**config.mk**
```make
export PLATFORM = sky130hd
export DESIGN_NAME = clvo_link_out
export DESIGN_NICKNAME = d
export VERILOG_FILES = /design/src/core/clvo_pkg.sv /design/src/core/clvo_link_out.sv
export SDC_FILE = /design/constraint.sdc
export NUM_CORES = 1
export LEC_CHECK = 0
export BUFFER_PORTS_ARGS = -buffer_cell sky130_fd_sc_hd__buf_2
export CAP_MARGIN = 20
export CORE_ASPECT_RATIO = 0.75
export CORE_MARGIN = 2
export CORE_UTILIZATION = 35
export DETAILED_ROUTE_END_ITERATION = 8
export PLACE_DENSITY_LB_ADDON = 0.15
export REMOVE_ABC_BUFFERS = 1
export SETUP_SLACK_MARGIN = 0.1
export SKIP_CTS_REPAIR_TIMING = 1
export SYNTH_ARGS = -nofsm -noshare
export SYNTH_HDL_FRONTEND = slang
export SYNTH_SLANG_ARGS = --single-unit
```
**constraint.sdc**
```tcl
create_clock -name clock_in -period 7.4 [get_ports clock_in]
set_input_delay 0.74 -clock clock_in [delete_from_list [all_inputs] [get_ports clock_in]]
set_output_delay 0.74 -clock clock_in [all_outputs]
set_load 0.01 [all_outputs]
```
**src/core/clvo_pkg.sv**
```systemverilog
// package: constants, types and checks for the video link output formatter
package clvo_pkg;
    localparam int unsigned LANE_MAX = 10;             // widest lane set
    localparam int unsigned SAMPLE_W = 16;             // sample word width
    // register byte offsets
    localparam logic [3:0] OFS_SETUP = 4'h0;           // stored lane/clock/mirror settings
    localparam logic [3:0] OFS_FORMAT = 4'h4;          // sample width and wide range
    localparam logic [3:0] OFS_STATUS = 4'h8;          // settings in force
    // field positions
    localparam int SETUP_LANES_LSB = 0;                // [3:0] lane count
    localparam int SETUP_CLK_LSB = 4;                  // [10:4] pixel clock in MHz
    localparam int SETUP_MIRH_BIT = 12;                // horizontal mirror
    localparam int SETUP_MIRV_BIT = 13;                // vertical mirror
    localparam int FMT_DEPTH_LSB = 0;                  // [4:0] sample width
    localparam int FMT_WDR_BIT = 8;                    // wide dynamic range enable
    localparam int STAT_CFG_LSB = 16;                  // [17:16] link configuration
    localparam int STAT_BAYER_LSB = 20;                // [21:20] bayer phase
    // legal values and reset values
    localparam logic [6:0] CLK_45 = 7'h2D;
    localparam logic [6:0] CLK_65 = 7'h41;
    localparam logic [6:0] CLK_85 = 7'h55;
    localparam logic [3:0] LANES_RESET = 4'h1;
    localparam logic [6:0] CLK_RESET = CLK_85;
    localparam logic [4:0] DEPTH_RESET = 5'h08;
    localparam int SCALE_SHIFT = 2;                    // times four on wide lane sets
    localparam int SIG_BITS_NO_WDR = 12;               // meaningful bits without wide range

    typedef enum logic [1:0] {CFG_BASE = 2'b00, CFG_MEDIUM = 2'b01, CFG_FULL = 2'b10, CFG_80BIT = 2'b11} clvo_config_t;
    typedef enum logic [1:0] {BAY_RGGB = 2'b00, BAY_GBRG = 2'b01, BAY_GRBG = 2'b10, BAY_BGGR = 2'b11} clvo_bayer_t;
    typedef enum logic {BUS_IDLE = 1'b0, BUS_ACK = 1'b1} clvo_bus_state_t;

    typedef struct packed {logic [15:0] sample; logic sof; logic eol; logic eof;} clvo_pixel_t;
    typedef struct packed {logic fval; logic lval; logic dval;} clvo_sync_t;
    typedef struct packed {logic [3:0] lanes; logic [6:0] clk_mhz; logic mir_h; logic mir_v;} clvo_setup_t;

    // lane counts the link supports
    function automatic logic clvo_lanes_ok(input logic [3:0] l);
        return (l == 4'h1) || (l == 4'h2) || (l == 4'h3) || (l == 4'h4) || (l == 4'h8) || (l == 4'hA);
    endfunction : clvo_lanes_ok

    // pixel clock choices
    function automatic logic clvo_clk_ok(input logic [6:0] c);
        return (c == CLK_45) || (c == CLK_65) || (c == CLK_85);
    endfunction : clvo_clk_ok

    // sample widths allowed for a lane count
    function automatic logic clvo_depth_ok(input logic [4:0] d, input logic [3:0] l);
        return (d == 5'h08) || (((d == 5'h0A) || (d == 5'h0C)) && ((l == 4'h1) || (l == 4'h2) || (l == 4'h4)))
            || ((d == 5'h10) && (l == 4'h1));
    endfunction : clvo_depth_ok
endpackage : clvo_pkg

```
**src/core/clvo_link_out.sv**
```systemverilog
// video link output formatter: settings, lane packing, link timing and register slave
//
// Added by the designer: the Avalon-MM slave port and the placing of the registers.
`timescale 1ns/1ns
module clvo_link_out
    import clvo_pkg::*;
(
    input wire logic clock_in,                               // 100 MHz block clock
    input wire logic reset_in,                               // restart, synchronous, active high
    input wire logic power_on_reset_in,                      // first power-up, clears stored settings
    // avalon-mm slave
    input wire logic [3:0] avs_address_in,
    input wire logic avs_read_in,
    input wire logic avs_write_in,
    input wire logic [31:0] avs_writedata_in,
    input wire logic [3:0] avs_byteenable_in,
    output logic [31:0] avs_readdata_out,
    output logic avs_waitrequest_out,
    // sensor pixel stream
    input wire logic pix_valid_in,
    input wire clvo_pixel_t pix_in,
    output logic pix_ready_out,
    // link side
    input wire logic link_clk_in,                            // pixel clock back from the clock generator
    output logic [6:0] pclk_mhz_out,                         // frequency request to the clock generator
    output clvo_config_t link_config_out,
    output clvo_bayer_t bayer_phase_out,
    output logic [LANE_MAX*SAMPLE_W-1:0] lane_data_out,
    output clvo_sync_t link_sync_out
);

    ////////////////////////////////////////////////////////////////////////////
    // settings: stored copy and copy in force

    clvo_setup_t nv_q;                                       // survives restart, only power-up clears
    clvo_setup_t act_q;                                      // in force since last restart
    logic [4:0] depth_q;                                     // sample width, immediate
    logic wdr_q;                                             // wide dynamic range enable

    // bus decode
    clvo_bus_state_t bus_q;
    logic [31:0] rdata_q;
    wire bus_req = avs_read_in | avs_write_in;
    wire bus_done = bus_req & (bus_q == BUS_ACK);
    wire full_word = (avs_byteenable_in == 4'hF);
    wire wr_commit = bus_done & avs_write_in & full_word;
    wire sel_setup = (avs_address_in == OFS_SETUP);
    wire sel_format = (avs_address_in == OFS_FORMAT);
    wire sel_status = (avs_address_in == OFS_STATUS);

    // candidate values from write data
    wire [3:0] wr_lanes = avs_writedata_in[SETUP_LANES_LSB +: 4];
    wire [6:0] wr_clk = avs_writedata_in[SETUP_CLK_LSB +: 7];
    wire [4:0] wr_depth = avs_writedata_in[FMT_DEPTH_LSB +: 5];
    wire setup_ok = clvo_lanes_ok(wr_lanes) & clvo_clk_ok(wr_clk);
    wire setup_take = wr_commit & sel_setup & setup_ok;
    wire format_take = wr_commit & sel_format & clvo_depth_ok(wr_depth, act_q.lanes);

    // stored settings: write lands here and waits for restart, no save command
    always_ff @(posedge clock_in) begin
        if (power_on_reset_in) begin
            nv_q <= '{lanes: LANES_RESET, clk_mhz: CLK_RESET, mir_h: 1'b0, mir_v: 1'b0};
        end else if (setup_take) begin
            nv_q <= '{lanes: wr_lanes, clk_mhz: wr_clk,
                      mir_h: avs_writedata_in[SETUP_MIRH_BIT], mir_v: avs_writedata_in[SETUP_MIRV_BIT]};
        end
    end

    // settings in force: only a restart copies the stored set
    always_ff @(posedge clock_in) begin
        if (power_on_reset_in) begin
            act_q <= '{lanes: LANES_RESET, clk_mhz: CLK_RESET, mir_h: 1'b0, mir_v: 1'b0};
        end else if (reset_in) begin
            act_q <= nv_q;
        end
    end

    // sample width: back to eight on restart so it is always legal for the lanes
    always_ff @(posedge clock_in) begin
        if (reset_in | power_on_reset_in) begin
            depth_q <= DEPTH_RESET;
            wdr_q <= 1'b0;
        end else if (format_take) begin
            depth_q <= wr_depth;
            wdr_q <= avs_writedata_in[FMT_WDR_BIT];
        end
    end

    ////////////////////////////////////////////////////////////////////////////
    // avalon-mm slave: one wait cycle, answer on the second edge

    clvo_config_t cfg;
    always_comb begin
        case (act_q.lanes)
            4'h4: cfg = CFG_MEDIUM;
            4'h8: cfg = CFG_FULL;
            4'hA: cfg = CFG_80BIT;
            default: cfg = CFG_BASE;
        endcase
    end
    wire clvo_bayer_t bayer = clvo_bayer_t'({act_q.mir_h, act_q.mir_v});

    wire [31:0] rd_setup = {18'h00000, nv_q.mir_v, nv_q.mir_h, 1'b0, nv_q.clk_mhz, nv_q.lanes};
    wire [31:0] rd_format = {23'h000000, wdr_q, 3'h0, depth_q};
    wire [31:0] rd_status = {10'h000, bayer, 2'h0, cfg, 5'h00, act_q.clk_mhz, act_q.lanes};
    wire [31:0] rd_mux = sel_setup ? rd_setup : sel_format ? rd_format : sel_status ? rd_status : 32'h00000000;

    // bus state: idle takes the request, ack releases waitrequest for one cycle
    always_ff @(posedge clock_in) begin
        if (reset_in | power_on_reset_in) begin
            bus_q <= BUS_IDLE;
            rdata_q <= 32'h00000000;
        end else begin
            case (bus_q)
                BUS_IDLE: begin
                    if (bus_req) begin
                        bus_q <= BUS_ACK;
                    end
                    if (avs_read_in) begin
                        rdata_q <= rd_mux;                                           // unmapped reads zero
                    end
                end
                BUS_ACK: bus_q <= BUS_IDLE;
                default: bus_q <= BUS_IDLE;
            endcase
        end
    end
    assign avs_waitrequest_out = bus_req & (bus_q != BUS_ACK);
    assign avs_readdata_out = rdata_q;

    ////////////////////////////////////////////////////////////////////////////
    // sample formatting

    wire wide_set = (act_q.lanes == 4'h8) || (act_q.lanes == 4'hA);
    // times four with saturation, so a bright pixel never wraps to dark
    wire [15:0] scaled = wide_set ? ((|pix_in.sample[15:14]) ? 16'hFFFF : {pix_in.sample[13:0], 2'b00})
                                  : pix_in.sample;
    // without wide range the low four bits of a sixteen-bit word carry nothing
    wire [15:0] masked = ((depth_q == 5'h10) && !wdr_q) ? {scaled[15:16-SIG_BITS_NO_WDR], 4'h0} : scaled;
    wire [4:0] drop = 5'h10 - depth_q;
    wire [15:0] fmt_sample = masked >> drop;                                         // lsb-aligned on the lane

    ////////////////////////////////////////////////////////////////////////////
    // link clock sampling: two flops, then edge detect on the second

    logic lclk_meta_q, lclk_sync_q, lclk_prev_q;
    always_ff @(posedge clock_in) begin
        if (reset_in | power_on_reset_in) begin
            lclk_meta_q <= 1'b0;
            lclk_sync_q <= 1'b0;
            lclk_prev_q <= 1'b0;
        end else begin
            lclk_meta_q <= link_clk_in;
            lclk_sync_q <= lclk_meta_q;
            lclk_prev_q <= lclk_sync_q;
        end
    end
    wire link_tick = lclk_sync_q & ~lclk_prev_q;

    ////////////////////////////////////////////////////////////////////////////
    // lane packing: consecutive pixels fill lanes 0..n-1, one group per tick

    logic [3:0] fill_q;                                      // next lane to fill
    logic group_full_q;
    logic grp_sof_q, grp_eof_q;
    logic frame_q;                                           // inside a frame
    logic [15:0] lane_q [LANE_MAX];
    logic [15:0] lane_out_q [LANE_MAX];
    clvo_sync_t sync_q;

    wire take_pixel = pix_valid_in & ~group_full_q;
    wire send_group = link_tick & group_full_q;
    wire last_lane = (fill_q == act_q.lanes - 4'h1);
    // stalls the sensor while a group waits for the link
    assign pix_ready_out = ~group_full_q & ~reset_in & ~power_on_reset_in;

    // fill counter and group flags
    always_ff @(posedge clock_in) begin
        if (reset_in | power_on_reset_in) begin
            fill_q <= 4'h0;
            group_full_q <= 1'b0;
            grp_sof_q <= 1'b0;
            grp_eof_q <= 1'b0;
        end else if (send_group) begin
            fill_q <= 4'h0;
            group_full_q <= 1'b0;
            grp_sof_q <= 1'b0;
            grp_eof_q <= 1'b0;
        end else if (take_pixel) begin
            fill_q <= last_lane ? 4'h0 : fill_q + 4'h1;
            group_full_q <= last_lane;
            grp_sof_q <= grp_sof_q | pix_in.sof;
            grp_eof_q <= grp_eof_q | pix_in.eof;
        end
    end

    // per-lane capture and output registers
    for (genvar k = 0; k < LANE_MAX; k++) begin : g_lane
        always_ff @(posedge clock_in) begin
            if (reset_in | power_on_reset_in) begin
                lane_q[k] <= 16'h0000;
                lane_out_q[k] <= 16'h0000;
            end else begin
                if (take_pixel && fill_q == 4'(k)) begin
                    lane_q[k] <= fmt_sample;
                end
                if (send_group) begin
                    lane_out_q[k] <= lane_q[k];
                end
            end
        end
        // lane k occupies the k-th port group in standard order
        assign lane_data_out[k*SAMPLE_W +: SAMPLE_W] = lane_out_q[k];
    end

    // frame and line flags, changed only on link ticks so the grabber sees a whole period
    always_ff @(posedge clock_in) begin
        if (reset_in | power_on_reset_in) begin
            sync_q <= '{fval: 1'b0, lval: 1'b0, dval: 1'b0};
            frame_q <= 1'b0;
        end else if (link_tick) begin
            sync_q.dval <= group_full_q;
            sync_q.lval <= group_full_q;
            sync_q.fval <= group_full_q ? (frame_q | grp_sof_q) : frame_q;
            if (group_full_q) begin
                frame_q <= (frame_q | grp_sof_q) & ~grp_eof_q;
            end
        end
    end

    assign link_sync_out = sync_q;
    assign link_config_out = cfg;
    assign bayer_phase_out = bayer;
    assign pclk_mhz_out = act_q.clk_mhz;

    ////////////////////////////////////////////////////////////////////////////
    // checks

    lanes_in_set_a: assert property (@(posedge clock_in) disable iff (power_on_reset_in)
        clvo_lanes_ok(act_q.lanes)) else $error("lane count in force is not a legal value");

    clock_in_set_a: assert property (@(posedge clock_in) disable iff (power_on_reset_in)
        clvo_clk_ok(pclk_mhz_out)) else $error("pixel clock request is not 45, 65 or 85");

    bad_setup_a: assert property (@(posedge clock_in) disable iff (power_on_reset_in)
        (wr_commit && sel_setup && !clvo_lanes_ok(wr_lanes)) |=> $stable(nv_q))
        else $error("illegal lane request changed stored settings");

    deferred_apply_a: assert property (@(posedge clock_in) disable iff (power_on_reset_in)
        (setup_take && !reset_in) ##1 !reset_in |-> $stable(act_q) && nv_q.lanes == $past(wr_lanes))
        else $error("settings applied without restart or not stored");

    // eight-bit words are the only width wide lane sets allow, so the check uses them
    scale_four_a: assert property (@(posedge clock_in) disable iff (reset_in | power_on_reset_in)
        (take_pixel && fill_q == 4'h0 && wide_set && depth_q == 5'h08 && pix_in.sample[15:14] == 2'b00)
        |=> lane_q[0] == {8'h00, $past(pix_in.sample[13:6])})
        else $error("wide lane set did not scale by four");

    depth_legal_a: assert property (@(posedge clock_in) disable iff (reset_in | power_on_reset_in)
        clvo_depth_ok(depth_q, act_q.lanes)) else $error("sample width not allowed for lane count");

    config_map_a: assert property (@(posedge clock_in) disable iff (power_on_reset_in)
        (act_q.lanes == 4'h4) == (link_config_out == CFG_MEDIUM)
        && (act_q.lanes == 4'hA) == (link_config_out == CFG_80BIT))
        else $error("link configuration does not follow lane count");

    no_wdr_mask_a: assert property (@(posedge clock_in) disable iff (reset_in | power_on_reset_in)
        (take_pixel && fill_q == 4'h0 && depth_q == 5'h10 && !wdr_q) |=> lane_q[0][3:0] == 4'h0)
        else $error("low bits carried without wide range");

    bayer_map_a: assert property (@(posedge clock_in) disable iff (power_on_reset_in)
        $rose(act_q.mir_h) && !act_q.mir_v |-> bayer_phase_out == BAY_GRBG)
        else $error("bayer phase does not follow mirror bits");

    bus_answer_a: assert property (@(posedge clock_in) disable iff (reset_in | power_on_reset_in)
        (bus_req && bus_q == BUS_IDLE) |=> !avs_waitrequest_out)
        else $error("bus request not answered on the second edge");

    // the answer lasts one cycle, then the slave is free for the next request
    ack_one_cycle_a: assert property (@(posedge clock_in) disable iff (reset_in | power_on_reset_in)
        bus_q == BUS_ACK |=> bus_q == BUS_IDLE)
        else $error("bus answer held longer than one cycle");

    ////////////////////////////////////////////////////////////////////////////
    // restart behaviour of the two copies of the settings

    // a plain restart must never lose what was stored
    stored_kept_a: assert property (@(posedge clock_in) disable iff (power_on_reset_in)
        (reset_in && !power_on_reset_in) |=> $stable(nv_q))
        else $error("restart changed stored settings");

    // a restart copies the stored set into force, mirrors included
    apply_copy_a: assert property (@(posedge clock_in) disable iff (power_on_reset_in)
        (reset_in && !power_on_reset_in) |=> act_q == $past(nv_q))
        else $error("restart did not apply the stored settings");

    // width is not stored, so a restart falls back to eight bits
    depth_back_a: assert property (@(posedge clock_in) disable iff (power_on_reset_in)
        reset_in |=> depth_q == DEPTH_RESET && !wdr_q)
        else $error("sample width not back to eight after restart");

    ////////////////////////////////////////////////////////////////////////////
    // mirror phases with the vertical mirror set, not covered by the rising-edge check above

    both_mirror_a: assert property (@(posedge clock_in) disable iff (power_on_reset_in)
        (act_q.mir_h && act_q.mir_v) |-> bayer_phase_out == BAY_BGGR)
        else $error("both mirrors do not give the fourth phase");

    vert_mirror_a: assert property (@(posedge clock_in) disable iff (power_on_reset_in)
        (!act_q.mir_h && act_q.mir_v) |-> bayer_phase_out == BAY_GBRG)
        else $error("vertical mirror alone gives the wrong phase");

    ////////////////////////////////////////////////////////////////////////////
    // stream side: stall and link timing

    // the last pixel of a group closes the door until the link takes it
    group_stall_a: assert property (@(posedge clock_in) disable iff (reset_in | power_on_reset_in)
        (take_pixel && last_lane) |=> !pix_ready_out)
        else $error("sensor not stalled after a full group");

    // flags move only on a detected link edge, so the grabber sees whole periods
    sync_on_tick_a: assert property (@(posedge clock_in) disable iff (reset_in | power_on_reset_in)
        !link_tick |=> $stable(link_sync_out))
        else $error("link flags changed between link edges");

endmodule : clvo_link_out

```
==> out/metrics.csv <==
metric,value,unit
CTS tree,yes,
starting density of the core,35.29,%
PortBufs,238,
Skew-Pair Late Insertion Delay,0.55,ns
Via density,4.851,
number of buffers created by CTS,41,
setup_tns,0,ns
NumNets Final,1571,
Net Switching,1.031,mW
CP max FO,31,
GR Util All Layers,16.56,%
P per Cell Area,242.2,nW/um^2
Total Wirelength,40150,um
main flop type after synthesis,edfxtp_1,
max-cap viol count,0,
vias after detailed routing,10290,
GPL Wtd Cong,0.8532,
"commonest non-fill, non-tap cell in the layout",edfxtp_1,
max-slew violation count,0,
Final Hold Vio Count,0,
Root Buffer Master,clkbuf_16,
I/O pins,274,
worst r2r src,depth_q[0]$_SDFFE_PP0P_,
Post-Route Skew,0.02313,ns
Core Rows,68,
Synth Warn #,0,
largest net degree at the start of global routing,99,
wire per inst,18.93,um
R2R depth,10,
DP HPWL,27270,um
cell count after synthesis,1285,
vias in the first global route,9745,
Detailed Routing Iterations Pass 1,5,
status,completed,
async set-reset flop share out of synthesis,0,%
Switching Fraction,22.31,%
"Distinct cells, synth",79,
Chip Width,252.1,um
Hold EP,lclk_meta_q$_SDFF_PP0_,
post-synth top area cell,edfxtp_1,
leakage dissipation,7.674,nW
Die Span Y,190.1,um
"top cells by area, synth","edfxtp_1, dfxtp_1, and2_1",
area grow syn2layout,18.18,%
Yosys top cell area share,59.48,%
flop-to-flop setup slack,3.44,ns
Core Area,45770,um^2
Max Fclk,252.6,MHz
Critical Path Source Type,flip-flop,
Clock transition at path regs,0.06,ns
endpoint of the worst register-to-register path,lane_q[7][3]$_SDFFCE_PN0P_,
power share of the clock group,42.6,%
post-route clock period utilization,53.49,%
Logic pwr share,4.8,%
Slew headroom,32.47,%
cell-internal power,3.592,mW
"Avg Cell Area, Syn",12.57,um^2
Iteration-0 DRC Markers,668,
Sink Count,383,
post-synthesis sequential area ratio,67.29,%
unrepaired setup endpoints after global routing,no,
antenna violations before repair,1,
critical path class,flip-flop to flip-flop,
htree depth,2,
Die Area,47910,um^2
Remaining DRCs,0,
ant diodes,0,
Max rail drop VDD,0.0001473,V
final count of negative-setup-slack endpoints,0,
mapped cell area,16160,um^2
GR Overflow Total,0,
sequential share of power,52.6,%
first-pass GRT wire length,60330,um
CP required,7.64,ns
"commonest cells after routing, fill and taps aside","edfxtp_1, buf_2, nor2_1, and2_1, nand2_1",
WP data arrival,4.19,ns
Final min period,3.958,ns
Synth Register Bits,383,
Critical Path Sink Type,flip-flop,
Clock Path Buffers,3,
worst hold path class,input port to flip-flop,
final antenna-violating net count,0,
total chip power,4.624,mW
number of synthesized flops with an enable pin,320,
hold depth,2,
worst slew pin tran,1.009,ns
hold wc startpoint,link_clk_in,
fraction of layout cells with a size suffix above 1,23.33,%
worst max-delay path by stage:
stage	startpoint	end	cells past startpoint
after global placement	act_q[9]$_SDFFE_PP1P_	lane_q[0][1]$_SDFFCE_PN0P_	8
final	depth_q[0]$_SDFFE_PP0P_	lane_q[7][3]$_SDFFCE_PN0P_	10
after CTS	act_q[9]$_SDFFE_PP1P_	lane_q[7][1]$_SDFFCE_PN0P_	8
after floorplan	reset_in	fill_q[1]$_SDFFE_PP0P_	4
after detailed placement	act_q[9]$_SDFFE_PP1P_	lane_q[7][1]$_SDFFCE_PN0P_	8
after global routing	depth_q[0]$_SDFFE_PP0P_	lane_q[0][3]$_SDFFCE_PN0P_	10
synth_stat cells, types with 18 or more instances:
cell and number:
nand2_1 81, nor3_1 32, edfxtp_1 320, a21oi_1 31, nor2_1 203, nand4_1 21
mux2i_1 31, clkbuf_1 52, nand3_1 33, nor2b_1 18, and2_1 164, dfxtp_1 63
buf_4 30
registers in the layout, indices dropped and copies added (netlist names):
| register | flops |
|---|---|
| lane_out_q | 160 |
| lane_q | 160 |
| avs_readdata_out | 17 |
| nv_q | 13 |
| pclk_mhz_out | 7 |
| depth_q | 5 |
| act_q | 4 |
| fill_q | 4 |
| bayer_phase_out | 2 |
| link_sync_out | 2 |
| bus_q | 1 |
| frame_q | 1 |
| group_full_q | 1 |
| grp_eof_q | 1 |
| grp_sof_q | 1 |
| lclk_meta_q | 1 |
| lclk_prev_q | 1 |
| lclk_sync_q | 1 |
| wdr_q | 1 |
power groups by stage:
stage	sequential, mW	combinational (mW)	clock (mW)
3_3_place_gp	2.48	0.221	0
4_1_cts	2.43	0.224	2.02
6_report	2.43	0.222	1.97
5_1_grt	2.44	0.243	2.10
3_5_place_dp	2.48	0.224	0
2_1_floorplan	2.50	0.0894	0
logic make-up (layout without fill, tap and decap cells):
| group | count (synthesis) | in the layout | synth area share, % |
|---|---|---|---|
| AND/OR/NAND/NOR | 610 | 610 | 19.45 |
| flip-flops | 383 | 383 | 67.29 |
| AO/OA/AOI/OAI | 124 | 124 | 6.064 |
| buffers and inverters | 112 | 339 | 3.477 |
| multiplexers | 32 | 32 | 2.060 |
| XOR/XNOR | 13 | 13 | 0.8674 |
| adder cells (fa/ha/maj) | 10 | 10 | 0.7745 |
| other | 1 | 15 | 0.02321 |
metal layers:
| metal | part of all wire, % | global-route usage (%) | vias to the layer above |
|---|---|---|---|
| met5 | 0 | 0 | - |
| met4 | 1.4 | 3.368 | 0 |
| met3 | 5.2 | 3.010 | 46 |
| met2 | 45 | 25.76 | 280 |
| met1 | 48 | 24.26 | 5007 |
| li1 | - | - | 4957 |
metrics by stage:
stage / util, % / setup WS, ns / hold slack (ns) / cells / area [um^2]
floorplan: - / 1.414 / 0.4057 / 1197 / 15680
global placement: 38.74 / 3.292 / 0.4141 / 2042 / 17730
detailed placement: 38.76 / 3.202 / 0.4148 / 2043 / 17740
CTS: 41.55 / 3.185 / 0.3941 / 2117 / 19020
global route: 41.71 / 3.133 / 0.4017 / 2121 / 19090
finish: 41.71 / 3.442 / 0.4176 / 2121 / 19090
final cells by class:
cell class / count / area (um^2)
inverters: 10 / 37.54
multi-input cells: 804 / 4800
clock buffers: 52 / 1089
fillers: 4421 / 26680
repair buffers: 255 / 1361
flip-flops and latches: 383 / 10870
clock inverters: 22 / 190.2
well taps: 595 / 744.5
critical path, stage by stage (launching register included):
cell and delay (ns):
dfxtp_1 0.31, buf_4 0.33, clkinv_1 0.16, ha_1 0.56, buf_4 0.41, nor2b_1 0.20
o21ai_0 0.20, o21ai_0 0.35, o31ai_1 0.15, a2111oi_4 0.88, nor3_1 0.11
Note: power is estimated with default switching activity, not from simulation.
